`src/bstfo_pkg.sv`:
```
package bstfo_pkg;

    // opcodes handled here
    localparam logic [15:0] EXECUTE_MESSAGE_OP      = 16'h0001;
    localparam logic [15:0] WAIT_FRAME_ZERO_OP      = 16'h0009;
    localparam logic [15:0] COMPARE_FRAME_OP        = 16'h000A;
    localparam logic [15:0] COMPARE_MESSAGE_TIME_OP = 16'h000B;
    localparam logic [15:0] GENERAL_FLAG_UPDATE_OP  = 16'h000C;

    localparam int DATA_W  = 32;
    localparam int ADDR_W  = 8;
    localparam int PARAM_W = 16;
    localparam int CNT_W   = 16;
    localparam int NFLAG   = 8;
    localparam int COND_W  = 5;

    // counter scaling, microseconds per count; counters arrive pre-scaled
    localparam int FRAME_LSB_US = 100;
    localparam int MSG_LSB_US   = 1;

    // register byte offsets
    localparam logic [7:0] REG_FLAGS  = 8'h00;
    localparam logic [7:0] REG_STATUS = 8'h04;
    localparam logic [7:0] REG_CTRL   = 8'h08;
    localparam logic [7:0] REG_SNAP   = 8'h0C;

    // field positions
    localparam int CTRL_EN_BIT = 0;
    localparam int ST_WAIT_BIT = 0;
    localparam int ST_LT_BIT   = 1;
    localparam int ST_EQ_BIT   = 2;
    localparam int ST_REJ_BIT  = 3;
    localparam int FLAG_LT_BIT = 0;
    localparam int FLAG_EQ_BIT = 1;

    // reset values
    localparam logic [7:0]  FLAGS_RST = 8'h00;
    localparam logic        CTRL_RST  = 1'b1;
    localparam logic [15:0] SNAP_RST  = 16'h0000;

    // condition codes; everything above COND_NE is barred for execute
    localparam logic [4:0] COND_ALWAYS  = 5'h00;
    localparam logic [4:0] COND_NEVER   = 5'h01;
    localparam logic [4:0] COND_GENERAL_FLAG_0 = 5'h02;
    localparam logic [4:0] COND_GENERAL_FLAG_7 = 5'h09;
    localparam logic [4:0] COND_LT      = 5'h0A;
    localparam logic [4:0] COND_GE      = 5'h0B;
    localparam logic [4:0] COND_EQ      = 5'h0C;
    localparam logic [4:0] COND_NE      = 5'h0D;

    localparam logic [1:0] RESP_OKAY   = 2'h0;
    localparam logic [1:0] RESP_SLVERR = 2'h2;

    // flag action codes, {high bit, low bit}
    localparam logic [1:0] FACT_KEEP   = 2'h0;
    localparam logic [1:0] FACT_SET    = 2'h1;
    localparam logic [1:0] FACT_CLEAR  = 2'h2;
    localparam logic [1:0] FACT_TOGGLE = 2'h3;

    typedef enum logic [0:0] {
        ST_IDLE = 1'b0,
        ST_WAIT = 1'b1
    } bstfo_state_type;

endpackage

```
`src/bstfo_flag_update.sv`:
```
`timescale 1ns/1ps
module bstfo_flag_update
    import bstfo_pkg::*;
(
    input  wire logic [NFLAG-1:0]   flags_cur,
    input  wire logic [PARAM_W-1:0] param,
    output wire logic [NFLAG-1:0]   flags_new
);

    genvar n;
    generate
        for (n = 0; n < NFLAG; n++) begin : g_flag
            wire logic [1:0] act;
            assign act = {param[n+NFLAG], param[n]};
            assign flags_new[n] = (act == FACT_SET)    ? 1'b1 :
                                  (act == FACT_CLEAR)  ? 1'b0 :
                                  (act == FACT_TOGGLE) ? ~flags_cur[n] :
                                                         flags_cur[n];
        end
    endgenerate

endmodule

```
`src/bstfo_seq_ops.sv`:
```
`timescale 1ns/1ps
module bstfo_seq_ops
    import bstfo_pkg::*;
(
    input  wire logic               MCLK,
    input  wire logic               NRST,
    input  wire logic [ADDR_W-1:0]  S_AXI_AWADDR,
    input  wire logic               S_AXI_AWVALID,
    output wire logic               S_AXI_AWREADY,
    input  wire logic [DATA_W-1:0]  S_AXI_WDATA,
    input  wire logic [3:0]         S_AXI_WSTRB,
    input  wire logic               S_AXI_WVALID,
    output wire logic               S_AXI_WREADY,
    output logic      [1:0]         S_AXI_BRESP,
    output logic                    S_AXI_BVALID,
    input  wire logic               S_AXI_BREADY,
    input  wire logic [ADDR_W-1:0]  S_AXI_ARADDR,
    input  wire logic               S_AXI_ARVALID,
    output wire logic               S_AXI_ARREADY,
    output logic      [DATA_W-1:0]  S_AXI_RDATA,
    output logic      [1:0]         S_AXI_RRESP,
    output logic                    S_AXI_RVALID,
    input  wire logic               S_AXI_RREADY,
    input  wire logic               INSTR_VALID,
    output wire logic               INSTR_READY,
    input  wire logic [15:0]        INSTR_OPCODE,
    input  wire logic [PARAM_W-1:0] INSTR_PARAM,
    input  wire logic               INSTR_COND_TRUE,
    input  wire logic [COND_W-1:0]  INSTR_COND_CODE,
    input  wire logic [CNT_W-1:0]   FRAME_COUNT,
    input  wire logic [CNT_W-1:0]   MSG_COUNT,
    output logic                    NEXT_OP,
    output logic                    EXEC_GRANT,
    output logic                    EXEC_REJECT,
    output wire logic [NFLAG-1:0]   GP_FLAGS
);

    bstfo_state_type  state_q;
    bstfo_state_type  state_d;
    logic [NFLAG-1:0] flags_q;
    logic [NFLAG-1:0] flags_d;
    logic             en_q;
    logic             rej_q;
    logic             last_lt_q;
    logic             last_eq_q;
    logic [CNT_W-1:0] snap_q;
    logic             aw_hold_q;
    logic             w_hold_q;
    logic [ADDR_W-1:0] aw_addr_q;
    logic [DATA_W-1:0] w_data_q;
    logic [3:0]       w_strb_q;

    // instruction decode
    wire logic is_wait_frame;
    wire logic is_cmp_frame;
    wire logic is_cmp_msg;
    wire logic is_flag_upd;
    wire logic is_execute;
    wire logic is_ours;
    wire logic accept;
    wire logic frame_zero;

    assign is_wait_frame = INSTR_OPCODE == WAIT_FRAME_ZERO_OP;
    assign is_cmp_frame  = INSTR_OPCODE == COMPARE_FRAME_OP;
    assign is_cmp_msg    = INSTR_OPCODE == COMPARE_MESSAGE_TIME_OP;
    assign is_flag_upd   = INSTR_OPCODE == GENERAL_FLAG_UPDATE_OP;
    assign is_execute    = INSTR_OPCODE == EXECUTE_MESSAGE_OP;
    assign is_ours       = is_wait_frame | is_cmp_frame | is_cmp_msg
                         | is_flag_upd | is_execute;
    assign frame_zero    = FRAME_COUNT == '0;

    // other opcodes belong to other units and are never taken here
    assign INSTR_READY = (state_q == ST_IDLE) && en_q && is_ours;
    assign accept      = INSTR_VALID && INSTR_READY;

    // timer compares
    wire logic [CNT_W-1:0] cmp_count;
    wire logic             cmp_lt;
    wire logic             cmp_eq;
    wire logic [NFLAG-1:0] cmp_flags;
    wire logic [NFLAG-1:0] upd_flags;

    assign cmp_count = is_cmp_msg ? MSG_COUNT : FRAME_COUNT;
    assign cmp_lt    = INSTR_PARAM < cmp_count;
    assign cmp_eq    = INSTR_PARAM == cmp_count;
    // flag 0 is lt, flag 1 is eq
    assign cmp_flags = {flags_q[NFLAG-1:2], cmp_eq, cmp_lt};

    bstfo_flag_update bstfo_flag_update_inst (
        .flags_cur (flags_q),
        .param     (INSTR_PARAM),
        .flags_new (upd_flags)
    );

    // flag storage
    wire logic seq_cmp;
    wire logic seq_flag_upd;
    wire logic host_flag_wr;
    wire logic wr_fire;
    wire logic [7:0] wr_addr;

    assign seq_cmp = accept && (is_cmp_frame || is_cmp_msg);
    assign seq_flag_upd = accept && is_flag_upd;
    assign wr_fire = aw_hold_q && w_hold_q && !S_AXI_BVALID;
    assign wr_addr = {aw_addr_q[7:2], 2'b00};
    assign host_flag_wr = wr_fire && (wr_addr == REG_FLAGS) && w_strb_q[0];

    // sequencer update wins over a host write in the same cycle
    // only compare, flag op or host write
    assign flags_d = seq_cmp      ? cmp_flags :
                     seq_flag_upd ? upd_flags :
                     host_flag_wr ? w_data_q[NFLAG-1:0] :
                                    flags_q;
    assign GP_FLAGS = flags_q;

    always_ff @(posedge MCLK) begin
        if (!NRST) begin
            flags_q <= FLAGS_RST;
        end else begin
            flags_q <= flags_d;
        end
    end

    // wait and advance
    wire logic wait_stall;
    wire logic wait_done;
    wire logic next_d;

    assign wait_stall = accept && is_wait_frame && INSTR_COND_TRUE
                        && !frame_zero;
    assign wait_done = (state_q == ST_WAIT) && frame_zero;
    assign next_d = (accept && (is_cmp_frame || is_cmp_msg || is_flag_upd))
                  || (accept && is_wait_frame && !wait_stall)
                  || wait_done;

    always_comb begin
        state_d = state_q;
        unique case (state_q)
            ST_IDLE: begin
                if (wait_stall) begin
                    state_d = ST_WAIT;
                end
            end
            ST_WAIT: begin
                if (frame_zero) begin
                    state_d = ST_IDLE;
                end
            end
        endcase
    end

    // execute gating
    wire logic exec_legal;
    wire logic exec_take;

    // always, never, flags, compare flags only
    assign exec_legal = INSTR_COND_CODE <= COND_NE;
    assign exec_take  = accept && is_execute;

    always_ff @(posedge MCLK) begin
        if (!NRST) begin
            state_q     <= ST_IDLE;
            NEXT_OP     <= 1'b0;
            EXEC_GRANT  <= 1'b0;
            EXEC_REJECT <= 1'b0;
        end else begin
            state_q     <= state_d;
            NEXT_OP     <= next_d;
            EXEC_GRANT  <= exec_take && exec_legal && INSTR_COND_TRUE;
            EXEC_REJECT <= exec_take && !exec_legal;
        end
    end

    // status capture
    wire logic rej_clr;

    assign rej_clr = wr_fire && (wr_addr == REG_STATUS) && w_strb_q[0]
                     && w_data_q[ST_REJ_BIT];

    always_ff @(posedge MCLK) begin
        if (!NRST) begin
            rej_q     <= 1'b0;
            last_lt_q <= 1'b0;
            last_eq_q <= 1'b0;
            snap_q    <= SNAP_RST;
        end else begin
            // a new reject wins over the clear
            rej_q <= (exec_take && !exec_legal) || (rej_q && !rej_clr);
            if (seq_cmp) begin
                last_lt_q <= cmp_lt;
                last_eq_q <= cmp_eq;
                snap_q    <= cmp_count;
            end
        end
    end

    // register bus write
    assign S_AXI_AWREADY = !aw_hold_q;
    assign S_AXI_WREADY  = !w_hold_q;

    wire logic wr_mapped;

    assign wr_mapped = (wr_addr == REG_FLAGS) || (wr_addr == REG_STATUS)
                     || (wr_addr == REG_CTRL) || (wr_addr == REG_SNAP);

    always_ff @(posedge MCLK) begin
        if (!NRST) begin
            aw_hold_q    <= 1'b0;
            w_hold_q     <= 1'b0;
            aw_addr_q    <= '0;
            w_data_q     <= '0;
            w_strb_q     <= '0;
            S_AXI_BVALID <= 1'b0;
            S_AXI_BRESP  <= RESP_OKAY;
            en_q         <= CTRL_RST;
        end else begin
            if (S_AXI_AWVALID && S_AXI_AWREADY) begin
                aw_hold_q <= 1'b1;
                aw_addr_q <= S_AXI_AWADDR;
            end
            if (S_AXI_WVALID && S_AXI_WREADY) begin
                w_hold_q <= 1'b1;
                w_data_q <= S_AXI_WDATA;
                w_strb_q <= S_AXI_WSTRB;
            end
            if (wr_fire) begin
                aw_hold_q    <= 1'b0;
                w_hold_q     <= 1'b0;
                S_AXI_BVALID <= 1'b1;
                S_AXI_BRESP  <= wr_mapped ? RESP_OKAY : RESP_SLVERR;
            end else if (S_AXI_BREADY) begin
                S_AXI_BVALID <= 1'b0;
            end
            if (wr_fire && (wr_addr == REG_CTRL) && w_strb_q[0]) begin
                en_q <= w_data_q[CTRL_EN_BIT];
            end
        end
    end

    // register bus read
    wire logic [7:0]        rd_addr;
    wire logic [DATA_W-1:0] status_word;
    wire logic [DATA_W-1:0] rd_word;
    wire logic              rd_mapped;

    assign S_AXI_ARREADY = !S_AXI_RVALID;
    assign rd_addr = {S_AXI_ARADDR[7:2], 2'b00};
    assign status_word = {28'h0000000, rej_q, last_eq_q, last_lt_q,
                          state_q == ST_WAIT};
    assign rd_mapped = (rd_addr == REG_FLAGS) || (rd_addr == REG_STATUS)
                     || (rd_addr == REG_CTRL) || (rd_addr == REG_SNAP);
    assign rd_word =
        (rd_addr == REG_FLAGS)  ? {24'h000000, flags_q} :
        (rd_addr == REG_STATUS) ? status_word :
        (rd_addr == REG_CTRL)   ? {31'h00000000, en_q} :
        (rd_addr == REG_SNAP)   ? {16'h0000, snap_q} :
                                  32'h00000000;

    always_ff @(posedge MCLK) begin
        if (!NRST) begin
            S_AXI_RVALID <= 1'b0;
            S_AXI_RDATA  <= '0;
            S_AXI_RRESP  <= RESP_OKAY;
        end else if (S_AXI_ARVALID && S_AXI_ARREADY) begin
            S_AXI_RVALID <= 1'b1;
            S_AXI_RDATA  <= rd_word;
            S_AXI_RRESP  <= rd_mapped ? RESP_OKAY : RESP_SLVERR;
        end else if (S_AXI_RREADY) begin
            S_AXI_RVALID <= 1'b0;
        end
    end
endmodule

```
`config.mk`:
```
export PLATFORM = sky130hd
export DESIGN_NAME = bstfo_seq_ops
export DESIGN_NICKNAME = d
export VERILOG_FILES = /design/src/bstfo_pkg.sv /design/src/bstfo_flag_update.sv /design/src/bstfo_seq_ops.sv
export SDC_FILE = /design/constraint.sdc
export NUM_CORES = 1
export LEC_CHECK = 0
export ABC_AREA = 1
export BUFFER_PORTS_ARGS = -buffer_cell sky130_fd_sc_hd__buf_4
export CORE_UTILIZATION = 49
export DETAILED_ROUTE_END_ITERATION = 6
export PLACE_DENSITY_LB_ADDON = 0.08
export SYNTH_ARGS = -nofsm -noshare
export SYNTH_HDL_FRONTEND = slang
export SYNTH_SLANG_ARGS = --single-unit
```
`constraint.sdc`:
```
create_clock -name MCLK -period 2.7 [get_ports MCLK]
set_clock_uncertainty 0.05 [all_clocks]
set_input_delay 0.405 -clock MCLK [delete_from_list [all_inputs] [get_ports MCLK]]
set_output_delay 0.405 -clock MCLK [all_outputs]
set_load 0.02 [all_outputs]
```
### Word-level counts from Yosys, hierarchy flattened

Index checks and enable logic that the tools add are counted.

* output and inout bits: 53
* bits in registers: 89
* input port bits: 130
* word-level logic and storage cells: 192

* bitwise logic cells: 15
* order comparisons: 2
* eq/ne operators: 44
* muxes and demuxes: 41
* reduce and logical (&&, ||, !) cells: 63

Operators by type and width (count)
* $mux W16: 5
* $eq A16 B4 Y1 const B: 4
* $eq A2 B2 Y1 const B: 16
* $mux W1: 30
* $logic_and A1 B1 Y1: 28
* $eq A6 B2 Y1 const B: 4
* $ne A4 B1 Y1 const B: 6
* $reduce_and A3 Y1: 6
* $eq A16 B1 Y1 const B: 1
* $eq A16 B16 Y1: 1
* $eq A2 B1 Y1 const B: 8
* $logic_not A16 Y1: 1
* $logic_not A8 Y1: 2
* $lt A16 B16 Y1: 1
* $mux W8: 2
* $eq A6 B1 Y1 const B: 2
* $logic_or A1 B1 Y1: 11
* $not A1 Y1: 11
* $ne A5 B2 Y1 const B: 2
* $logic_not A1 Y1: 8
* $mux W2: 3
* $reduce_bool A2 Y1: 3
* $le A5 B4 Y1 const B: 1
* $or A1 B1 Y1: 4
* 4 further kinds: 5

### Logic depth before layout (Yosys ltp)

Gate-level depths: netlist of the first run.

* depth in word-level cells: 14
* mapped depth: 22
* mapped depth without buffers: 22

### By module

Synthesis of the first run repeated with hierarchy kept, for this count alone.

* cell total of the unflattened synthesis: 627
* area, all modules: 4135.2 sq um

Modules (own cells, without submodules)
* bstfo_seq_ops: times used 1, cells an instance 587, seq. area each 1381.3 sq um, area an instance 3985.1 sq um
* bstfo_flag_update: times used 1, cells an instance 40, seq. area each 0.0 sq um, area an instance 150.1 sq um

### Worst setup path after synthesis of the first run

OpenSTA, ideal clock, no wires.

* kind: input-to-reg
* start point: input port INSTR_OPCODE[4]
* end point: register flags_q[0], in the netlist GP_FLAGS[0]
* stages on the path: 20
* path slack: 0.146 ns
* arrival time: 2.440 ns
* path buffers: 1
* required time: 2.586 ns
* setup time: 0.064 ns
* cell sequence: inv_2 -> nand2_2 -> nor2_8 -> inv_2 -> nor2_2 -> nand2_4 -> inv_2 -> buf_4 -> nand2_1 -> o21ai_1 -> inv_2 -> ha_1 -> a21oi_1 -> o21ai_0 -> a21o_1 -> a21oi_1 -> nand3_1 -> nand3_1 -> nor2_1 -> nor2_1

* word-level cells in the longest chain between the ends: 10
* elaborated cells between the ends (all ways): 21
* those cells by class: 1 x order compare; 6 x eq/ne; 3 x mux; 4 x bitwise; 7 x reduce/logical

Ends and longest elaborated chain
* from (decl): line bstfo_seq_ops.sv:26 `input wire logic [15:0] INSTR_OPCODE,`
* $eq A16 B4 Y1 (on tied branches): line bstfo_seq_ops.sv:63, bstfo_seq_ops.sv:64
* $or A1 B1 Y1 (2 in series): line bstfo_seq_ops.sv:68 `assign is_ours = is_wait_frame | is_cmp_frame | is_cmp_msg`
* $or A1 B1 Y1 (2 in series): line bstfo_seq_ops.sv:69 `| is_flag_upd | is_execute;`
* $logic_and A1 B1 Y1: line bstfo_seq_ops.sv:73 `assign INSTR_READY = (state_q == ST_IDLE) && en_q && is_ours;`
* $logic_and A1 B1 Y1: line bstfo_seq_ops.sv:74 `assign accept = INSTR_VALID && INSTR_READY;`
* $logic_and A1 B1 Y1 (on tied branches): line bstfo_seq_ops.sv:102, bstfo_seq_ops.sv:103
* $ne A5 B2 Y1 (no line), or another cell as far along
* $reduce_and A2 Y1 (no line) or $mux W2 (tied branches)
* to (signal assigned): line bstfo_seq_ops.sv:120 `flags_q <= flags_d;`
* to (decl): line bstfo_seq_ops.sv:40 `logic [NFLAG-1:0] flags_q;`

Several ways; a longest one is shown, not always the timed one.
A chain may end at the register's enable or synchronous reset.

### Final worst setup path of the first run

Same ends and word-level chain as after synthesis.

==> results of run 1 <==
sequential cells by signal, indices dropped and copies added (netlist names):
register      count
S_AXI_RDATA      16
snap_q           16
GP_FLAGS          8
w_data_q          8
aw_addr_q         6
EXEC_GRANT        1
EXEC_REJECT       1
NEXT_OP           1
S_AXI_BRESP       1
S_AXI_BVALID      1
S_AXI_RRESP       1
S_AXI_RVALID      1
aw_hold_q         1
en_q              1
last_eq_q         1
last_lt_q         1
rej_q             1
state_q           1
w_hold_q          1
w_strb_q          1
metrics by stage:
step	power, uW	instances	hold slack [ns]	util (%)	worst slack (ns)
3_5_place_dp	1550	874	0.399	64.2	-0.108
5_1_grt	2610	890	0.216	66.7	0.00385
2_1_floorplan	1350	638	0.375	-	0.146
3_3_place_gp	1540	874	0.392	64.2	-0.0654
6_report	2500	890	0.211	66.7	0.259
4_1_cts	2500	890	0.212	66.7	0.240
metal layers:
metal  wire length, um  part of all wire [%]  track usage, %
met5                 0                     0               0
met3               723                   6.1            5.13
met1              5170                    44            34.8
met2              5740                    49            45.9
met4               154                   1.3            5.51
power by group through the flow:
stage | combinational [uW] | sequential (uW) | clock [uW]
after floorplan | 244 | 1100 | 0
after global placement | 450 | 1090 | 0
after detailed placement | 462 | 1090 | 0
after CTS | 464 | 1070 | 967
after global routing | 520 | 1070 | 1020
final | 465 | 1070 | 963
cell families after synthesis:
logic type | Yosys count
buf+inv | 132
flops | 69
other cells | 1
fa+ha+maj | 28
simple gates | 246
mux | 1
compound gates | 144
layout by cell type (no fill, tap or decap), drive strengths merged, types with 2 or more instances in the layout:
| master | instances |
|---|---|
| a211oi | 10 |
| o221ai | 2 |
| clkbuf | 9 |
| o21a | 2 |
| nand3 | 31 |
| clkinv | 3 |
| ha | 28 |
| buf | 165 |
| inv | 95 |
| o211ai | 7 |
| nor2 | 77 |
| a21oi | 61 |
| nand2 | 101 |
| nor4 | 4 |
| conb | 18 |
| nor3 | 8 |
| dfxtp | 69 |
| nand4 | 22 |
| bufinv | 2 |
| o21ai | 56 |
| nand3b | 2 |
| clkinvlp | 2 |
worst max-delay path, cell delays in order:
cell and delay (ns):
buf_4 0.11, inv_2 0.04, nand2_2 0.08, nor2_8 0.11, inv_2 0.04, nor2_2 0.16, nand2_4 0.08, buf_4 0.17
mux2i_1 0.20, buf_4 0.16, ha_1 0.23, inv_1 0.06, nor2_1 0.04, o21ai_0 0.13, nand2_1 0.06, nand2_1 0.05
nand2_1 0.06, a21oi_1 0.12, nand3_1 0.13, nand3_1 0.11, nor2_1 0.04, nor2_1 0.09
worst min path at each step:
| stage | start | slack (ns) | to |
|---|---|---|---|
| CTS | S_AXI_WDATA[7] | 0.21 | w_data_q[7]$_SDFFE_PN0P_ |
| detailed placement | snap_q[4]$_SDFFE_PN0P_ | 0.40 | snap_q[4]$_SDFFE_PN0P_ |
| global placement | snap_q[7]$_SDFFE_PN0P_ | 0.39 | snap_q[7]$_SDFFE_PN0P_ |
| finish | S_AXI_WDATA[7] | 0.21 | w_data_q[7]$_SDFFE_PN0P_ |
| floorplan | snap_q[4]$_SDFFE_PN0P_ | 0.37 | snap_q[4]$_SDFFE_PN0P_ |
| global route | S_AXI_WDATA[7] | 0.22 | w_data_q[7]$_SDFFE_PN0P_ |
Yosys cell counts (all sizes together):
cell type / instances / area share [%]
a211oi: 10 / 2.7
a21o: 1 / 0.17
a21oi: 61 / 6.9
a31o: 1 / 0.20
a31oi: 1 / 0.14
buf: 27 / 4.5
clkbuf: 10 / 0.85
clkinv: 1 / 0.085
conb: 1 / 0.085
dfxtp: 69 / 31
ha: 28 / 8.0
inv: 94 / 8.0
mux2i: 1 / 0.23
nand2: 101 / 9.2
nand3: 31 / 4.0
nand3b: 2 / 0.34
nand4: 22 / 3.5
nor2: 77 / 8.1
nor3: 8 / 1.7
nor4: 4 / 0.57
o2111ai: 1 / 0.20
o211ai: 7 / 1.2
o21a: 2 / 0.34
o21ai: 56 / 6.4
o221ai: 2 / 0.40
o32ai: 1 / 0.20
o41ai: 1 / 0.37
or2: 1 / 0.14
what timing repair did:
action / CTS / global route
gates resized for setup: 0 / 1
endpoints found under the setup margin: 0 / 1
hold endpoints to repair: 0 / 0
area by class of cell:
cell class | instances | area share, %
clock buffers | 9 | 2.13
clock inverters | 7 | 1.68
inverters | 95 | 6.17
multi-input cells | 437 | 42.7
flip-flops and latches | 69 | 23.7
well taps | 108 | 2.32
repair buffers | 165 | 21.3
==> results.txt, run 1 <==
The worst register-to-register path has a setup slack of 0.50 ns. The remaining antenna violation count is 0. The maximum count of clock buffers along a single path is 2. The static power due to leakage is 0.00289 uW.

The number of clock sinks seen by CTS came out at 69. Summing all multi-input logic gate instances after layout gives 0.00248 mm^2. The worst setup path is launched from a primary input. The clock latency at the later pin of the worst-skew pair came out at 0.36 ns. The cell area power density is 429 mW/mm^2.

The clock transition at the register clock pins on the worst setup and hold paths after CTS is 0.08 ns. The number of antenna violations at the first check in global routing is 0. The count of final max-slew check failures came out at 0. The number of distinct library cells after synthesis came out at 44. The cell depth of the worst flop-to-flop path is 7.

The post-detailed-routing wire length is 11.8 mm. The iteration-0 DRC count of the detailed router came out at 275. The number of buffers inserted by port buffering is 132. The end of the worst register-to-register path is GP_FLAGS[7]$_SDFFE_PN0P_. The post-synthesis adder-cell area fraction came out at 7.97%.

The worst hold path depth came out at 3. Setup repair after global routing left no endpoint under its margin. The number of I/O pins is 183. After technology mapping, the gate count stands at 621.

The hold-fix buffer count after cts came out at 0. The end of the critical path is GP_FLAGS[0]$_SDFFE_PN0P_. Sequential elements use 31.4% of the synthesized area. Net switching is 28.6% of the power. The synthesized netlist devotes 19.3% of its cell area to compound gates. The arrival time at the worst endpoint is 2.69 ns. For this configuration, the core starts out at a cell density of 50.4%.

Derived from the worst setup path, the maximum achievable clock frequency is 410 MHz. The tool flagged a number of max-cap violations equal to 0. The first-pass GRT wire length is 20.5 mm.

The critical-path maximum fanout is 6. The final cycle utilization of the critical path is 90.4%. The cell area after layout is 0.00582 mm^2. The placed standard-cell area came out at 0.00560 mm^2. The internal portion of total power is 1780 uW. The net load switching power came out at 714 uW. In this run the critical register-to-register path is launched from w_hold_q$_SDFFE_PP0P_.

The per-cell via count in the routed design is 5.17. The cell sitting at the root of the clock tree is a clkbuf_8. The die width came out at 96.7 um. In this run the number of H-tree levels came out at 3. The setup total negative slack is 0 ns. The proportion of power drawn by flip-flops and latches is 42.8%. The pin count of the biggest net entering global routing is 37. Combinational logic is responsible for 18.6% of the overall power.

Data on the critical path is required at its endpoint by 2.95 ns. The per-instance average area after synthesis came out at 7.07 um^2. In this run the core area contains 34 standard-cell rows. For this run, the number of Yosys warnings is 0.

The count of vias placed by the detailed router is 4601. The mux share of post-synthesis cell area is 0.228%. The worst setup path is captured at a flop. The placeable core area is 0.00872 mm^2.

The share of layout cells above drive strength 1 came out at 29.4%. The routed wirelength normalized by instance count is 13.2 um. The minimum clock period is 2.44 ns. TritonCTS built the clock tree. The number of antenna diodes in the final layout is 0. The area added between synthesis and finish came out at 32.5%. The relative max-transition margin came out at 23.4%. The netlist area before placement is 0.00439 mm^2. In the routed design, unresolved DRC markers number 1. The number of setup buffers added after CTS came out at 0. The critical path start-end classification is in2reg. The combinational family with the most area after synthesis is simple AND/OR/NAND/NOR gates. Summing the areas of all and, or, nand and nor instances in the mapped netlist gives 27.5% of the synthesized area.

The maximum resistive drop on vdd is 0.000348 V. The clock share of power came out at 38.6%. The final setup violation count is 0. After filler insertion, the fill cell instance count of the layout stands at 783. For the pin with the worst max-slew slack, the measured transition is 1.14 ns.

The total number of nets in the final design is 935. The hold violation total from the final report came out at 0. The first detailed-routing pass ran for 7 iterations. The y dimension of the die came out at 96.7 um. The register area came out at 0.00138 mm^2.

The flow ran to the end, but the final reports show violations. For this run, the total global-route usage over all layers was measured as 26.7%. The via count of the first global-routing pass was 4437. The final RePlAce weighted congestion came out at 0.909. The most critical setup path has its startpoint at INSTR_OPCODE[4]. The overall die area came out at 0.00935 mm^2. The total overflow reported by the global router came out at 0. Of the total synthesized cell area, the portion taken by XOR and XNOR cells is 0%. The number of storage elements in the synthesis netlist came out at 69. The path category of the worst min-delay check is in2reg. The detailed-placement wirelength estimate came out at 9.36 mm. The total CTS buffers came out at 9. The checks that failed: DRC.
(Power assumes the default switching activity.)
==> run 2: changes to the inputs <==
--- a/config.mk
+++ b/config.mk
@@ -5,11 +5,11 @@
 export SDC_FILE = /design/constraint.sdc
 export NUM_CORES = 1
 export LEC_CHECK = 0
-export ABC_AREA = 1
 export BUFFER_PORTS_ARGS = -buffer_cell sky130_fd_sc_hd__buf_4
-export CORE_UTILIZATION = 49
+export CORE_UTILIZATION = 47
 export DETAILED_ROUTE_END_ITERATION = 6
-export PLACE_DENSITY_LB_ADDON = 0.08
+export PLACE_DENSITY = 0.8
+export SETUP_SLACK_MARGIN = 0.5
 export SYNTH_ARGS = -nofsm -noshare
 export SYNTH_HDL_FRONTEND = slang
 export SYNTH_SLANG_ARGS = --single-unit
==> run 2 against run 1 <==
Net effect: the flow now finishes without violations; final area rose by 3.9%; synthesized cell count down 28%; sequential share of layout area decreased by 0.88 points; die area fell by 5.4%; global-route usage grew 1.8 points; utilization rose by 6.8 points; worst setup slack worse by 0.083 ns; synthesized area fell by 9.3%; cell count decreased by 18%; fmax shrank 3.3%; critical endpoint unchanged.
==> results.txt, run 2 <==
The hold violation total from the final report is 0. The share of the synthesized area in compound gates (AO/OA/AOI/OAI) is 19.1%. The number of synthesized flops with an enable pin is 0. The area fraction of the dominant cell type after synthesis is 34.7%.

Headroom to the max-slew limit came out at 55.1%. The sequential-to-total area share from yosys stat is 34.7%. The pin count of the biggest net entering global routing is 43.

The y dimension of the die came out at 94.1 um. Setup repair after global routing could not meet its margin everywhere. Dividing total power by cell area gives a power density of 416 mW/mm^2.

The arrival time at the worst endpoint came out at 2.74 ns. The worst setup path is launched from a primary input. The remaining antenna violation count came out at 0. The instance count of the mapped netlist came out at 445. Once detailed placement completed, the half-perimeter wirelength came to 8.81 mm.

For the worst-skew pair, the clock arrives at the later sink with an insertion delay of 0.35 ns. The number of hold buffers added after CTS was 0. The static power due to leakage came out at 0.00293 uW. VDD sags by at most 0.000412 V. After synthesis, the largest family of logic cells by area is simple AND/OR/NAND/NOR gates. After detailed routing, the number of vias per cell comes to 5.59. The number of standard-cell rows in the floorplan is 33.

After synthesis, the share of cell area in mux cells is 7.41%. The post-synthesis adder-cell area fraction came out at 9.30%. The transition time at the pin with the least slew margin is 0.671 ns. The critical path endpoint category is a flop. In this run, synthesis produced a sequential element count of 69. The critical path start-end classification is in2reg. The tree is rooted in a clkbuf_8. The per-instance average area after synthesis is 8.95 um^2. The number of I/O pins is 183. The share of layout cells above drive strength 1 came out at 40.1%. The first-pass iteration count of the detailed router came out at 6. The placed standard-cell area came out at 0.00522 mm^2. The post-synthesis share of cell area spent on and, or, nand and nor gates is 21.8%. For this block, the routed nets add up to 12.7 mm of wire. The total number of nets in the final design came out at 781. TritonCTS built the clock tree.

The finished cells cover 0.00604 mm^2. The number of H-tree levels is 3. The Yosys warning count is 0.

The count of vias placed by the detailed router is 4095. The count of final max-slew check failures came to 0. Counting the fill cells in the layout gives 561.

By count the netlist is led by dfxtp_1 (69), nand2_1 (52), nor2b_1 (32). The max-capacitance violation count came out at 0. The longest clock path from root to sink contains 2 buffers. In the layout the commonest cells are buf_4 (172), dfxtp_1 (69), nand2_1 (50). The repair_antennas step left the layout with diodes totalling 0. The total power consumption of the routed design is 2510 uW. The minimum clock period came out at 2.52 ns. The run finished with clean final reports. The dominant register cell in the synthesized netlist is dfxtp_1. By area the synthesized netlist is led by dfxtp_1 (35%), ha_1 (8.8%), mux2i_1 (6.3%).

The netlist area before placement is 0.00398 mm^2. The number of clock sinks seen by CTS came out at 69. The worst path uses 93.5% of the clock period. The tightest min-delay check is of the in2reg type. The placeable core area is 0.00822 mm^2.

The most common cell in the synthesized netlist is dfxtp_1. Of all nets on the critical path, the largest fanout is 7. The total DRC errors in the routed layout is 0.

During placement, the flow inserted port buffers numbering 132. The die width is 94.1 um. Clock-pin slew was measured on the worst setup and hold paths at 0.09 ns. Leaving out fill and tap cells, the most frequent cell in the layout is buf_4. The total CTS buffers is 9. The maximum clock frequency came out at 396 MHz. In this run, the number of DRC markers left after iteration 0 of detailed routing was 209.

The via count of the first global-routing pass came out at 4126. In the final routed layout, each cell accounts on average for 17.4 um. The largest registers in the layout are S_AXI_RDATA (16), snap_q (16). The total overflow reported by the global router came out at 0. The post-synthesis share of cell area spent on xor and xnor gates is 0%.

The global routing usage summed across all routing layers is 28.5%. The post-synthesis cell type with the largest combined area is dfxtp_1. STA puts the critical path data required time at 2.92 ns. The number of antenna violations at the first check in global routing is 0. After synthesis, the share of flip-flops with an asynchronous set or reset is 0%. The netlist uses 55 different library cells.

Compared with the post-synthesis result, the final layout area differs by 51.8%. Once the floorplan was initialized, standard cells occupied 48.5% of the core. The final setup violation count came out at 0. The first global-routing pass estimated 19.2 mm of wire. The final RePlAce weighted congestion came out at 0.930. The overall die area is 0.00885 mm^2.
[run 2: changes by cell type after synthesis, moves of 22 or more]
cell / change
o211a_1: +22
nor2b_1: +32
nor2_1: -50
o21ai_0: -26
mux2i_1: +24
inv_1: -59
nand2_1: -43
a21oi_1: -51
nand3_1: -25
[run 2: layer usage]
metal	vias up	wire (um)	track usage, %
li1	1926	-	-
met1	1944	5100	33.6
met2	191	6140	48.8
met3	34	1110	6.55
met4	0	380	12.8
met5	-	0	0
[run 2: logic make-up (layout without fill, tap and decap cells)]
group,Yosys count,in the layout
AND/OR/NAND/NOR,162,163
buffers and inverters,56,221
multiplexers,28,28
other,1,18
AO/OA/AOI/OAI,99,99
flip-flops,69,69
adder cells (fa/ha/maj),30,30
[run 2: final timing paths]
kind	slack, ns	endpoint	startpoint	cells after the start
min reg2reg	0.41	last_lt_q$_SDFFE_PN0P_	last_lt_q$_SDFFE_PN0P_	2
min	0.22	aw_hold_q$_SDFFE_PP0P_	S_AXI_AWVALID	3
max reg2reg	0.52	GP_FLAGS[6]$_SDFFE_PN0P_	aw_addr_q[7]$_SDFFE_PN0P_	6
max	0.18	GP_FLAGS[0]$_SDFFE_PN0P_	INSTR_OPCODE[8]	11
[run 2: stage by stage]
stage	hold WS, ns	setup slack [ns]	TNS (ns)	std cells	utilization (%)
6_report	0.216	0.175	0	733	73.6
3_5_place_dp	0.409	-0.241	-0.744	692	63.5
5_1_grt	0.224	0.0886	0	733	73.6
2_1_floorplan	0.390	0.237	0	462	-
3_3_place_gp	0.405	-0.162	-0.464	692	63.5
4_1_cts	0.204	0.270	0	724	71.8
[run 2: report_power, final]
part / internal, uW / total [uW] / switching [uW] / leakage [uW]
combinational: 238 / 472 / 234 / 0.00226
sequential: 1040 / 1050 / 16.5 / 0.000559
clock: 536 / 988 / 452 / 0.000113
[run 2: layout make-up]
cell class | instances | area (um^2) | area share (%)
well taps | 105 | 131 | 2.17
inverters | 17 | 63.8 | 1.06
clock buffers | 9 | 124 | 2.05
repair buffers | 188 | 1490 | 24.7
flip-flops and latches | 69 | 1380 | 22.9
multi-input cells | 338 | 2750 | 45.4
clock inverters | 7 | 105 | 1.74
[run 2: worst max-delay path: stages]
cell and delay, ns:
buf_6 0.10, nor4_4 0.29, and2_4 0.21, nand3_4 0.13, buf_8 0.18, mux2i_1 0.26, ha_1 0.31, a21o_1 0.16
a211oi_1 0.28, o221ai_2 0.18, a31oi_1 0.21
[run 2: timing repair]
action,4_1_cts,5_1_grt
pin swaps,18,12
endpoints found under the setup margin,9,7
gates cloned,1,0
endpoints found under the hold margin,0,0
buffers inserted,15,9
gates resized for setup,50,18
==> run 3: changes to the inputs <==
--- a/config.mk
+++ b/config.mk
@@ -6,6 +6,7 @@
 export NUM_CORES = 1
 export LEC_CHECK = 0
 export BUFFER_PORTS_ARGS = -buffer_cell sky130_fd_sc_hd__buf_4
+export CORE_MARGIN = 2
 export CORE_UTILIZATION = 47
 export DETAILED_ROUTE_END_ITERATION = 6
 export PLACE_DENSITY = 0.8
==> run 3 against run 2 <==
Net effect: count of clock-buffer cells in the layout grew 3; register-to-register slack gained 0.14 ns; first-iteration DRC count grew 19%; final area shrank 3.1%; utilization shrank 2.3 points; flip-flop and latch count is the same; sequential power is essentially flat; worst hold slack gained 0.019 ns; worst setup slack lost 0.096 ns; fmax shrank 3.7%; global-route usage shrank 1.6 points; combinational power is essentially flat; critical endpoint unchanged; largest cell class unchanged; highest routed layer unchanged.
==> results.txt, run 3 (same netlist as run 2, synthesis figures left out) <==
The largest registers in the layout are S_AXI_RDATA (16), snap_q (16). The effective utilization at floorplan came out at 48.5%. In this run the clock root is driven by a clkbuf_8. The static power due to leakage is 0.00285 uW.

During placement, the flow inserted port buffers numbering 132. The repair_antennas step left the layout with diodes totalling 0. The proportion of power drawn by flip-flops and latches came out at 41.5%. STA classifies the critical path startpoint as a primary input. The TritonCTS clock tree is yes. The final setup violation count came out at 0. Dividing total power by cell area gives a power density of 434 mW/mm^2. The number of clock sinks seen by CTS is 69.

The fraction of power consumed by combinational cells is 18.4%. Tracing the worst setup path back leads to its startpoint at INSTR_OPCODE[14]. The per-cell via count in the routed design came out at 5.57. The highest metal layer carrying signal wires in the routed design is met4.

The critical-path maximum fanout is 8. The global routing usage summed across all routing layers came out at 26.8%. The internal power of the cells totals 1880 uW.

The required time of the critical path is 2.91 ns. The overall die area is 0.00923 mm^2. The maximum count of clock buffers along a single path came out at 2. The share of layout cells above drive strength 1 is 38.4%.

The amount of wire on met3 after detailed routing is 921 um. The total number of nets in the final design is 768. The register-to-register path setup slack is 0.66 ns. The number of antenna violations at the first check in global routing came to 0.

On the final layout, the worst hold slack is 0.235 ns. The library cells used most frequently in the layout, excluding fill and tap cells, are buf_4 (166), dfxtp_1 (69), nand2_1 (51). The maximum clock frequency came out at 382 MHz. The final cycle utilization of the critical path came out at 97.1%.

The clock share of power came out at 40.1%. For this run, design rule violations remaining after detail routing come to 0. The core region is 0.00822 mm^2. The arrival time at the worst endpoint is 2.83 ns. For this block, wires on met1 add up to 4.96 mm. The total CTS buffers came out at 9. Hold repair after CTS inserted 0 buffers. The fraction of the core area covered by cells at the end of the flow came out at 71.3%. After detailed routing, the total wire length is 12.4 mm. Among all stages on the critical path, the largest delay is contributed by ha_1. The library cell used most frequently in the layout, excluding fill and tap cells, is buf_4. Detailed routing inserted a total of 4007 vias. The clock transition at the register clock pins on the worst setup and hold paths after CTS came out at 0.07 ns.

The relative max-transition margin came out at 57.6%. The run finished with clean final reports. IR analysis of the VDD net gives a maximum drop of 0.000338 V.

Global routing finished with a remaining overflow of 0. The first-pass iteration count of the detailed router is 4. The y dimension of the die is 96.1 um. The remaining antenna violation count is 0. The critical path start-end classification is in2reg.

The placed standard-cell area is 0.00524 mm^2. After routing the design area is 0.00586 mm^2. The path class of the tightest hold or removal check is in2reg. The max-capacitance violation count came out at 0. Traced cell by cell, the critical path runs through buf_6, nor4_4, and2_4, nand3_4, buf_4, mux2i_4, ha_1, o21ai_0, o21ai_2, a221oi_2, o221ai_2, a31oi_1. The routed design could run at a clock period as short as 2.62 ns. The net load switching power is 664 uW. The switching share of total power came out at 26.1%. The congestion estimate from routability-driven global placement came to 0.949. The area added between synthesis and finish came out at 47.1%. The largest incremental delay on the critical path came out at 0.30 ns.

The startpoint identified for the worst register-to-register timing path is en_q$_SDFFE_PN1P_. The first-pass GRT wire length is 18.9 mm. The clock latency at the later pin of the worst-skew pair came out at 0.34 ns. The worst setup path is captured at a flop.

The die width came out at 96.1 um. The transition time at the pin with the least slew margin came out at 0.635 ns. Setup repair after global routing could not meet its margin everywhere.

The via count of the first global-routing pass came out at 4000. The count of final max-slew check failures was 0. The total power consumption of the routed design is 2540 uW. The routed wirelength normalized by instance count is 17.3 um.

The clock tree synthesis step divided the H-tree into 3 levels. The finished layout holds 720 standard cells, fillers aside. The pin count of the biggest net entering global routing came out at 50. The endpoint identified for the worst register-to-register timing path is GP_FLAGS[0]$_SDFFE_PN0P_. The iteration-0 DRC count of the detailed router is 249.

In this run the worst setup path terminates at GP_FLAGS[0]$_SDFFE_PN0P_. The cell depth of the worst flop-to-flop path is 6. The met2 layer wire length in the routed design came out at 6.11 mm. The detailed-placement wirelength estimate is 9.07 mm. The number of standard-cell rows in the floorplan is 33. Once placement completed, the tool counted placed cells totaling 693. The hold violation total from the final report came out at 0. 183 I/O pins were placed.
==> run 3: worst min-delay path by stage <==
stage	cells past startpoint	end	slack, ns	startpoint
floorplan	2	snap_q[0]$_SDFFE_PN0P_	0.39	snap_q[0]$_SDFFE_PN0P_
global route	3	aw_hold_q$_SDFFE_PP0P_	0.23	S_AXI_AWVALID
detailed placement	2	w_data_q[5]$_SDFFE_PN0P_	0.41	w_data_q[5]$_SDFFE_PN0P_
global placement	2	w_data_q[6]$_SDFFE_PN0P_	0.40	w_data_q[6]$_SDFFE_PN0P_
CTS	3	w_hold_q$_SDFFE_PP0P_	0.23	S_AXI_WVALID
finish	3	w_hold_q$_SDFFE_PP0P_	0.23	S_AXI_WVALID
==> run 3: layout make-up <==
cell class	instances	area, um^2
fillers	622	2360
well taps	105	131
repair buffers	176	1400
inverters	17	63.8
multi-input cells	337	2640
clock buffers	12	165
clock inverters	4	77.6
flip-flops and latches	69	1380
==> run 3: layer usage <==
| metal | track usage (%) | vias up |
|---|---|---|
| li1 | - | 1897 |
| met1 | 31.2 | 1892 |
| met2 | 46.3 | 182 |
| met3 | 6.11 | 36 |
| met4 | 13.0 | 0 |
| met5 | 0 | - |
==> run 3: critical path: cells and delay by family <==
family / cells / cell delay (ns)
AO/OA/AOI/OAI: 5 / 0.93
buffers and inverters: 2 / 0.32
multiplexers: 1 / 0.19
AND/OR/NAND/NOR: 3 / 0.68
adder cells (fa/ha/maj): 1 / 0.30
==> run 3: timing repair <==
| action | CTS | global route |
|---|---|---|
| gates cloned | 1 | 0 |
| resized for setup | 33 | 18 |
| buffers inserted | 5 | 5 |
| pin swaps | 2 | 13 |
| endpoints found under the setup margin | 4 | 4 |
==> run 3: through the flow <==
| stage | setup slack (ns) | setup TNS [ns] |
|---|---|---|
| 6_report | 0.0794 | 0 |
| 5_1_grt | -0.0322 | -0.0322 |
| 4_1_cts | 0.215 | 0 |
| 3_5_place_dp | -0.234 | -0.630 |
| 3_3_place_gp | -0.184 | -0.475 |
| 2_1_floorplan | 0.237 | 0 |
==> run 3: power by group through the flow <==
stage,Sequential [uW],Combinational (uW),Clock (uW)
after floorplan,1080,199,0
after global placement,1080,388,0
after detailed placement,1080,402,0
after CTS,1050,433,1020
after global routing,1060,507,1070
final,1050,469,1020
